[config.mk]
export PLATFORM = sky130hd
export DESIGN_NAME = dpi_seq
export DESIGN_NICKNAME = d
export VERILOG_FILES = /design/src/inc/dpi_pkg.sv /design/src/verilog/dpi_timer.sv /design/src/verilog/dpi_seq.sv
export VERILOG_INCLUDE_DIRS = /design/src /design/src/inc
export SDC_FILE = /design/constraint.sdc
export NUM_CORES = 1
export LEC_CHECK = 0
export BUFFER_PORTS_ARGS = -buffer_cell sky130_fd_sc_hd__buf_2
export CAP_MARGIN = 20
export CORE_ASPECT_RATIO = 1.1
export CORE_MARGIN = 5
export CORE_UTILIZATION = 45
export DETAILED_ROUTE_END_ITERATION = 8
export GPL_ROUTABILITY_DRIVEN = 0
export SKIP_LAST_GASP = 1
export SLEW_MARGIN = 30
export SYNTH_ARGS = -nofsm -noshare
export SYNTH_HDL_FRONTEND = slang
export SYNTH_SLANG_ARGS = --single-unit
export TNS_END_PERCENT = 30
[constraint.sdc]
create_clock -name sys_clk -period 2.4 [get_ports sys_clk]
set_clock_uncertainty 0.1 [all_clocks]
set_input_delay 0.24 -clock sys_clk [delete_from_list [all_inputs] [get_ports sys_clk]]
set_output_delay 0.24 -clock sys_clk [all_outputs]
set_load 0.02 [all_outputs]
[src/inc/dpi_map.svh]
/*
 Timing constants and field positions of the power-up sequencer of the memory device.
 Assumes inclusion by bare name from design files; it holds definitions only.
*/
`ifndef DPI_MAP_SVH
`define DPI_MAP_SVH
// ****************************************
// Clock and timing figures
// ****************************************
`define DPI_CLK_PERIOD_NS 40
`define DPI_AUTO_INIT_MAX_TIME_US 10
`define DPI_AUTO_INIT_MAX_CYC ((`DPI_AUTO_INIT_MAX_TIME_US * 1000) / `DPI_CLK_PERIOD_NS)
`define DPI_INIT_CAL_TIME_US 1
`define DPI_INIT_CAL_CYC (((`DPI_INIT_CAL_TIME_US * 1000) + `DPI_CLK_PERIOD_NS - 1) / `DPI_CLK_PERIOD_NS)
`define DPI_AUTO_INIT_WORK_CYC 100
// ****************************************
// Mode register addresses and fields
// ****************************************
`define DPI_MA_DEVICE_INFO 8'h00
`define DPI_MA_CAL_CMD 8'h0A
`define DPI_MA_TERM_CFG 8'h0B
`define DPI_MA_RESET 8'h3F
`define DPI_AUTO_INIT_FLAG_BIT 0
`define DPI_TERM_FIELD_LSB 0
`define DPI_TERM_FIELD_W 2
`endif

[src/inc/dpi_pkg.sv]
/*
 Types shared by the power-up sequencer files.
 Assumes no other package; constants live in dpi_map.svh.
*/
package dpi_pkg;
   // ****************************************
   // Decoded command from the CA bus
   // ****************************************
   typedef enum logic [2:0] {
      DPI_CMD_NOP,
      DPI_CMD_MRW,
      DPI_CMD_MRR,
      DPI_CMD_PREA,
      DPI_CMD_TRAIN,
      DPI_CMD_OTHER
   } dpi_cmd_t;
   typedef struct packed {
      dpi_cmd_t kind;
      logic [7:0] addr;
      logic [7:0] data;
   } dpi_req_t;
   typedef enum logic [2:0] {
      DPI_ST_OFF,
      DPI_ST_NOP_WAIT,
      DPI_ST_AUTO_INIT,
      DPI_ST_IDLE,
      DPI_ST_CALIB,
      DPI_ST_READY
   } dpi_state_t;
endpackage : dpi_pkg

[src/verilog/dpi_timer.sv]
/*
 Down-counting interval timer used for each timed phase of the sequencer.
 Assumes a single clock domain and an active-low asynchronous reset.
*/
`timescale 1ns/1ns
module dpi_timer #(
   parameter int WIDTH = 16
) (
   // Clock and reset
   input wire logic sys_clk,
   input wire logic rst_n,
   // Control
   input wire logic load,
   input wire logic [WIDTH-1:0] count,
   // Status
   output logic expired
);
   logic [WIDTH-1:0] remain;
   logic running;

   // ****************************************
   // Counter
   // ****************************************
   // A load restarts the interval even when one is already running.
   always_ff @(posedge sys_clk or negedge rst_n) begin
      if (!rst_n) begin
         remain <= '0;
         running <= 1'b0;
      end else if (load) begin
         remain <= count;
         running <= 1'b1;
      end else if (running && remain != '0) begin
         remain <= remain - 1'b1;
      end else begin
         running <= 1'b0;
      end
   end

   // Expired is high for one cycle when the count reaches zero.
   assign expired = running && !load && remain == '0;
endmodule // dpi_timer

[src/verilog/dpi_seq.sv]
/*
 Device-side power-up and initialization sequencer of a low-power DRAM.
 Assumes the CA bus is already decoded into one command per sys_clk cycle by the
 front end, and that CKE and ODT are sampled on the same clock.
*/
`timescale 1ns/1ns
`include "dpi_map.svh"
module dpi_seq #(
   parameter int AUTO_INIT_MAX_CYC = `DPI_AUTO_INIT_MAX_CYC,
   parameter int AUTO_INIT_WORK_CYC = `DPI_AUTO_INIT_WORK_CYC,
   parameter int INIT_CAL_CYC = `DPI_INIT_CAL_CYC
) (
   // Clock and reset
   input wire logic sys_clk,
   input wire logic rst_n,
   // Pins from the controller
   input wire logic cke,
   input wire logic caFloat,
   input wire dpi_pkg::dpi_req_t req,
   // Read data answer
   output logic [7:0] readData,
   output logic readValid,
   output logic readOe,
   // Status
   output logic autoInitFlag,
   output logic deviceIdle,
   output logic deviceReady,
   output logic termEnable,
   output logic [`DPI_TERM_FIELD_W-1:0] termSetting,
   output logic illegalCmd,
   output dpi_pkg::dpi_state_t seqState
);
   dpi_pkg::dpi_state_t state;
   dpi_pkg::dpi_state_t next_state;
   dpi_pkg::dpi_cmd_t cmd;
   logic isReset;
   logic isCal;
   logic isTermWrite;
   logic [15:0] workCnt;
   logic maxLoad;
   logic maxExpired;
   logic calLoad;
   logic calExpired;
   logic cmdAllowed;
   logic [15:0] calAge;

   // ****************************************
   // Command classification
   // ****************************************
   // A floating bus is forced to NOP so stray levels never decode as commands.
   assign cmd = caFloat ? dpi_pkg::DPI_CMD_NOP : req.kind;
   assign isReset = cke && cmd == dpi_pkg::DPI_CMD_MRW && req.addr == `DPI_MA_RESET;
   assign isCal = cke && cmd == dpi_pkg::DPI_CMD_MRW && req.addr == `DPI_MA_CAL_CMD;
   assign isTermWrite = cke && cmd == dpi_pkg::DPI_CMD_MRW && req.addr == `DPI_MA_TERM_CFG;

   // ****************************************
   // Timers
   // ****************************************
   assign maxLoad = isReset;
   assign calLoad = isCal && (state == dpi_pkg::DPI_ST_IDLE);

   dpi_timer #(.WIDTH(16)) i_dpi_timer_max (
      .sys_clk(sys_clk),
      .rst_n(rst_n),
      .load(maxLoad),
      .count(16'(AUTO_INIT_MAX_CYC - 1)),
      .expired(maxExpired)
   );

   dpi_timer #(.WIDTH(16)) i_dpi_timer_cal (
      .sys_clk(sys_clk),
      .rst_n(rst_n),
      .load(calLoad),
      .count(16'(INIT_CAL_CYC - 1)),
      .expired(calExpired)
   );

   // Internal auto-init work takes fewer cycles than the guaranteed maximum.
   always_ff @(posedge sys_clk or negedge rst_n) begin
      if (!rst_n) begin
         workCnt <= '0;
      end else if (isReset) begin
         workCnt <= 16'(AUTO_INIT_WORK_CYC);
      end else if (state == dpi_pkg::DPI_ST_AUTO_INIT && workCnt != '0) begin
         workCnt <= workCnt - 16'h0001;
      end
   end

   // Cycles since the calibration command; it saturates so a long ready phase cannot wrap it.
   always_ff @(posedge sys_clk or negedge rst_n) begin
      if (!rst_n) begin
         calAge <= '0;
      end else if (isReset) begin
         calAge <= '0;
      end else if (calLoad) begin
         calAge <= 16'h0001;
      end else if (calAge != '0 && calAge != 16'hFFFF) begin
         calAge <= calAge + 16'h0001;
      end
   end

   // ****************************************
   // Sequence state
   // ****************************************
   always_comb begin
      next_state = state;
      case (state)
         dpi_pkg::DPI_ST_OFF: begin
            if (cke) begin
               next_state = dpi_pkg::DPI_ST_NOP_WAIT;
            end
         end
         dpi_pkg::DPI_ST_AUTO_INIT: begin
            // Either the internal work or the maximum time ends auto-init.
            if (workCnt == '0 || maxExpired) begin
               next_state = dpi_pkg::DPI_ST_IDLE;
            end
         end
         dpi_pkg::DPI_ST_IDLE: begin
            if (isCal) begin
               next_state = dpi_pkg::DPI_ST_CALIB;
            end
         end
         dpi_pkg::DPI_ST_CALIB: begin
            if (calExpired) begin
               next_state = dpi_pkg::DPI_ST_READY;
            end
         end
         default: begin
            next_state = state;
         end
      endcase
      // A reset command restarts at the same step from any phase.
      if (isReset) begin
         next_state = dpi_pkg::DPI_ST_AUTO_INIT;
      end
   end

   always_ff @(posedge sys_clk or negedge rst_n) begin
      if (!rst_n) begin
         state <= dpi_pkg::DPI_ST_OFF;
      end else begin
         state <= next_state;
      end
   end

   // ****************************************
   // Flag, termination and status
   // ****************************************
   // The flag is set by reset and cleared when auto-init completes.
   always_ff @(posedge sys_clk or negedge rst_n) begin
      if (!rst_n) begin
         autoInitFlag <= 1'b1;
      end else if (isReset) begin
         autoInitFlag <= 1'b1;
      end else if (state == dpi_pkg::DPI_ST_AUTO_INIT && next_state == dpi_pkg::DPI_ST_IDLE) begin
         autoInitFlag <= 1'b0;
      end
   end

   // Termination only enables after ready; writes earlier are ignored.
   always_ff @(posedge sys_clk or negedge rst_n) begin
      if (!rst_n) begin
         termEnable <= 1'b0;
         termSetting <= '0;
      end else if (isReset) begin
         termEnable <= 1'b0;
         termSetting <= '0;
      end else if (isTermWrite && state == dpi_pkg::DPI_ST_READY) begin
         termSetting <= req.data[`DPI_TERM_FIELD_LSB +: `DPI_TERM_FIELD_W];
         termEnable <= req.data[`DPI_TERM_FIELD_LSB +: `DPI_TERM_FIELD_W] != '0;
      end
   end

   // In NOP-wait and auto-init only reads, NOPs, precharge-all and reset are accepted; others are flagged.
   always_comb begin
      cmdAllowed = 1'b1;
      if (state == dpi_pkg::DPI_ST_AUTO_INIT || state == dpi_pkg::DPI_ST_NOP_WAIT) begin
         cmdAllowed = cmd == dpi_pkg::DPI_CMD_NOP || cmd == dpi_pkg::DPI_CMD_MRR
            || cmd == dpi_pkg::DPI_CMD_PREA || isReset;
      end
   end

   always_ff @(posedge sys_clk or negedge rst_n) begin
      if (!rst_n) begin
         illegalCmd <= 1'b0;
      end else begin
         illegalCmd <= cke && !cmdAllowed;
      end
   end

   // ****************************************
   // Mode register read answer
   // ****************************************
   // The device info register reports the flag; other reads return zero here.
   always_ff @(posedge sys_clk or negedge rst_n) begin
      if (!rst_n) begin
         readData <= 8'h00;
         readValid <= 1'b0;
      end else begin
         readValid <= cke && cmd == dpi_pkg::DPI_CMD_MRR;
         readData <= 8'h00;
         if (req.addr == `DPI_MA_DEVICE_INFO) begin
            readData[`DPI_AUTO_INIT_FLAG_BIT] <= autoInitFlag;
         end
      end
   end

   // Outputs float whenever CKE is low.
   assign readOe = readValid && cke;
   assign deviceIdle = state == dpi_pkg::DPI_ST_IDLE || state == dpi_pkg::DPI_ST_CALIB
      || state == dpi_pkg::DPI_ST_READY;
   assign deviceReady = state == dpi_pkg::DPI_ST_READY;
   assign seqState = state;

   // ****************************************
   // Checks
   // ****************************************
   AST_OE_LOW: assert property (@(posedge sys_clk) disable iff (!rst_n) !cke |-> !readOe)
      else $error("Output enabled while CKE low.");
   AST_FLOAT_NOP: assert property (@(posedge sys_clk) disable iff (!rst_n)
      caFloat |=> !illegalCmd)
      else $error("Floating bus decoded as a command.");
   AST_FLAG_READ: assert property (@(posedge sys_clk) disable iff (!rst_n)
      (cke && cmd == dpi_pkg::DPI_CMD_MRR && req.addr == `DPI_MA_DEVICE_INFO)
      |=> readValid && readData[0] == $past(autoInitFlag))
      else $error("Flag read returned wrong value.");
   AST_IDLE_BOUND: assert property (@(posedge sys_clk) disable iff (!rst_n)
      isReset |=> autoInitFlag ##[1:AUTO_INIT_MAX_CYC] !autoInitFlag)
      else $error("Auto-init exceeded the maximum time.");
   AST_READY_WAIT: assert property (@(posedge sys_clk) disable iff (!rst_n)
      calLoad && !isReset |=> !deviceReady [*8])
      else $error("Ready too soon after calibration.");
   // The short window above cannot cover the whole calibration time, so the age counter does.
   AST_READY_TIME: assert property (@(posedge sys_clk) disable iff (!rst_n)
      $rose(deviceReady) |-> calAge > 16'(INIT_CAL_CYC))
      else $error("Ready sooner than the calibration time.");
   AST_TERM_OFF: assert property (@(posedge sys_clk) disable iff (!rst_n)
      isReset |=> !termEnable)
      else $error("Termination on after reset.");
   AST_RESTART: assert property (@(posedge sys_clk) disable iff (!rst_n)
      isReset |=> state == dpi_pkg::DPI_ST_AUTO_INIT)
      else $error("Reset did not restart auto-init.");
   AST_BEFORE_IDLE: assert property (@(posedge sys_clk) disable iff (!rst_n)
      (state == dpi_pkg::DPI_ST_AUTO_INIT && cke && cmd == dpi_pkg::DPI_CMD_MRW && !isReset)
      |=> illegalCmd)
      else $error("Write before idle not flagged.");
endmodule // dpi_seq

==> metrics.txt <==
Via density between 5 and 6; initial antenna violation count 0; CP bufs+invs 0; CTS Buf Count 9; die extent in y 100 um; worst r2r src workCnt[6]; pin count of the biggest net entering global routing 28; vias in the first global route between 2000 and 3000; CP Capture Type flop; clock insertion delay at the later pin of the skew report roughly 0.33 ns; synth unique cells between 60 and 70; port buffer count 29; TritonCTS clock tree built; CTS Root Cell clkbuf_8; diodes inserted 0; wire length per cell approximately 14 um; ratio of final minimum period to clock period around 92%; core area ~7300 um^2; Pleak around 1.4 nW; clk buf depth 2; Area Overhead vs Synth 15.1%; worst flop-to-flop path endpoint autoInitFlag; WL final approximately 6.8 mm; RSZ-0062 raised after global routing no; GR Overflow Total 0; synthesized area per cell between 9 and 10 um^2; CP Max Fanout 11; Die Area about 9300 um^2; Starting Density about 45%; drt first-iter violations 62; post-synthesis register bit count 60; R2R cell count 5; CP max stage cell or4_4; sequential area share after synthesis 45.0%; CP max stage delay roughly 0.55 ns; predominant post-synthesis flop cell dfrtp_1; slew of the pin with the lowest slew margin roughly 0.58 ns; Async SR Flop Fraction 100%; status completed; count leader, synth dfrtp_1; post-synth top area cell dfrtp_1; first-pass GRT wire length about 12 mm; Total Neg Setup Slack 0 ns; htree depth 3; aggregate global-route resource usage 16.3%; Post-synth EDFFs 0; Max Clock Freq ~0.45 GHz; CP Launch Point workCnt[6]; startpoint types flop; Placed Cells approximately 460; Fill cells 685; Synth Warn # 0; non-filler instance count after layout 481; critical-path cell list or4_4 > nand4bb_4 > o32ai_2 > nor2_1 > a221o_1; Die X 92.2 um; Post-DP Area about 3700 um^2; top cells by area, synth dfrtp_1, xor2_1, nor2_1, nand3_1, o211ai_1; Slew Viols, Final 0; Hold Violations, Final 0; fin crit period 2.21 ns; r2r setup slk 0.19 ns; layout cells sized above 1 between 10% and 20%; NumNets Final 418; family with the most delay on the worst path simple AND/OR/NAND/NOR gates; Reg clk slew, reported paths 0.06 ns; post-DP HPWL between 5 and 6 mm; relative slew slack 60.8%; kind of critical path flop to flop; Crit. path cell count 5; Vias around 2600; top cell type's share of synthesized area between 40% and 50%; CP endpoint autoInitFlag; total of max-cap violations 0; Remaining DRCs 0; synthesized area 3340 um^2; worst hold-check path type primary input to flop; Worst Path Required ~2.6 ns; Worst VDD drop between 0.4 and 0.5 mV; post-route cell area a little under 4000 um^2; I/O pin cnt 43; final setup vio count 0; Clock Sinks 60; Data arrival, critical path approximately 2.4 ns; leading cell types by count after synthesis dfrtp_1, nor2_1, xor2_1, nand3_1, nand2_1; FP Rows 33; PostCTS Resize Cnt 0; Synth Instances 343; drt pass-1 iters 4; PwrDens 604 nW/um^2; Post-DRT Antenna Nets 0
==> kinds of logic (layout without fill, tap and decap cells) <==
kind of cell | count (synthesis) | count (layout) | share of synthesized area (%)
mux | 3 | 3 | 0.936
other cells | 1 | 7 | 0.112
xor+xnor | 36 | 36 | 9.43
buf+inv | 27 | 72 | 4.23
flops | 60 | 60 | 45.0
simple gates | 161 | 161 | 27.9
fa+ha+maj | 5 | 5 | 1.87
compound gates | 50 | 50 | 10.5
==> layer usage <==
metal  track usage [%]  vias to the layer above  part of all wire (%)
met5                 0                        -                     0
met4              8.00                        0                   1.7
met3              2.70                       11                   2.2
met2              28.4                       27                    50
met1              19.6                     1252                    46
li1                  -                     1318                     -
==> layout by cell type (no fill, tap or decap), types with 5 or more instances in the layout <==
cell / instances
nor3_1: 9
nor2_1: 54
dfrtp_1: 59
o21ai_1: 6
xnor2_1: 7
nor4_1: 8
or3_1: 6
o211ai_1: 10
xor2_1: 29
conb_1: 7
ha_1: 5
a21oi_1: 9
nand4_1: 10
buf_4: 16
clkbuf_8: 11
nand3_1: 16
buf_2: 29
inv_1: 8
nand2_1: 13
==> power by group <==
group	internal, W	leakage [nW]	total, W	switching [W]
sequential	0.00112	0.602	0.00124	0.000126
clock	0.000423	0.0893	0.000784	0.000361
combinational	0.000140	0.717	0.000294	0.000153
total	0.00168	1.41	0.00232	0.000640
==> final cells by class <==
type                       count  area, um^2  share of cell area (%)
sequential                    60        1500                    39.1
clock inverter                 2        10.0                   0.260
clock buffer                  13         159                    4.13
multi-input combinational    262        1730                    44.9
inverter                       9        33.8                   0.879
timing repair buffer          48         305                    7.94
tap                           87         109                    2.83
==> registers in the layout (all words and copies together) (netlist names) <==
name / flops
termSetting: 2
autoInitFlag: 1
readData: 1
i_dpi_timer_max.running: 1
workCnt: 16
i_dpi_timer_cal.running: 1
i_dpi_timer_cal.remain: 16
termEnable: 1
illegalCmd: 1
readValid: 1
i_dpi_timer_max.remain: 16
seqState: 3
==> worst min-delay path by stage <==
| stage | from | to | slack (ns) | depth (start not counted) |
|---|---|---|---|---|
| after CTS | caFloat | illegalCmd | 0.05 | 3 |
| final | caFloat | illegalCmd | 0.07 | 3 |
| after global routing | caFloat | illegalCmd | 0.07 | 3 |
| after global placement | rst_n | readData[0] | 0.05 | 1 |
| after floorplan | rst_n | i_dpi_timer_cal.remain[0] | -0.16 | 0 |
| after detailed placement | rst_n | i_dpi_timer_cal.remain[1] | 0.06 | 1 |
==> what timing repair did <==
action / in CTS / in global routing
hold buffers: 2 / 0
setup buffers: 0 / 0
hold endpoints to repair: 14 / 0
setup endpoints to repair: 0 / 0
==> worst min-delay path: stages <==
cell and delay (ns):
buf_2 0.09, nand3b_1 0.09, nor4_1 0.04
==> metrics by stage <==
step | worst slack [ns] | hold slack, ns | utilization (%) | total power [W]
2_1_floorplan | 0.136 | -0.156 | - | 0.00145
3_3_place_gp | 0.220 | 0.0540 | 49.7 | 0.00154
3_5_place_dp | 0.190 | 0.0596 | 49.7 | 0.00155
4_1_cts | 0.169 | 0.0521 | 52.3 | 0.00236
5_1_grt | 0.0121 | 0.0710 | 52.3 | 0.00246
6_report | 0.189 | 0.0691 | 52.3 | 0.00232
Note: power is estimated with default switching activity, not from simulation.
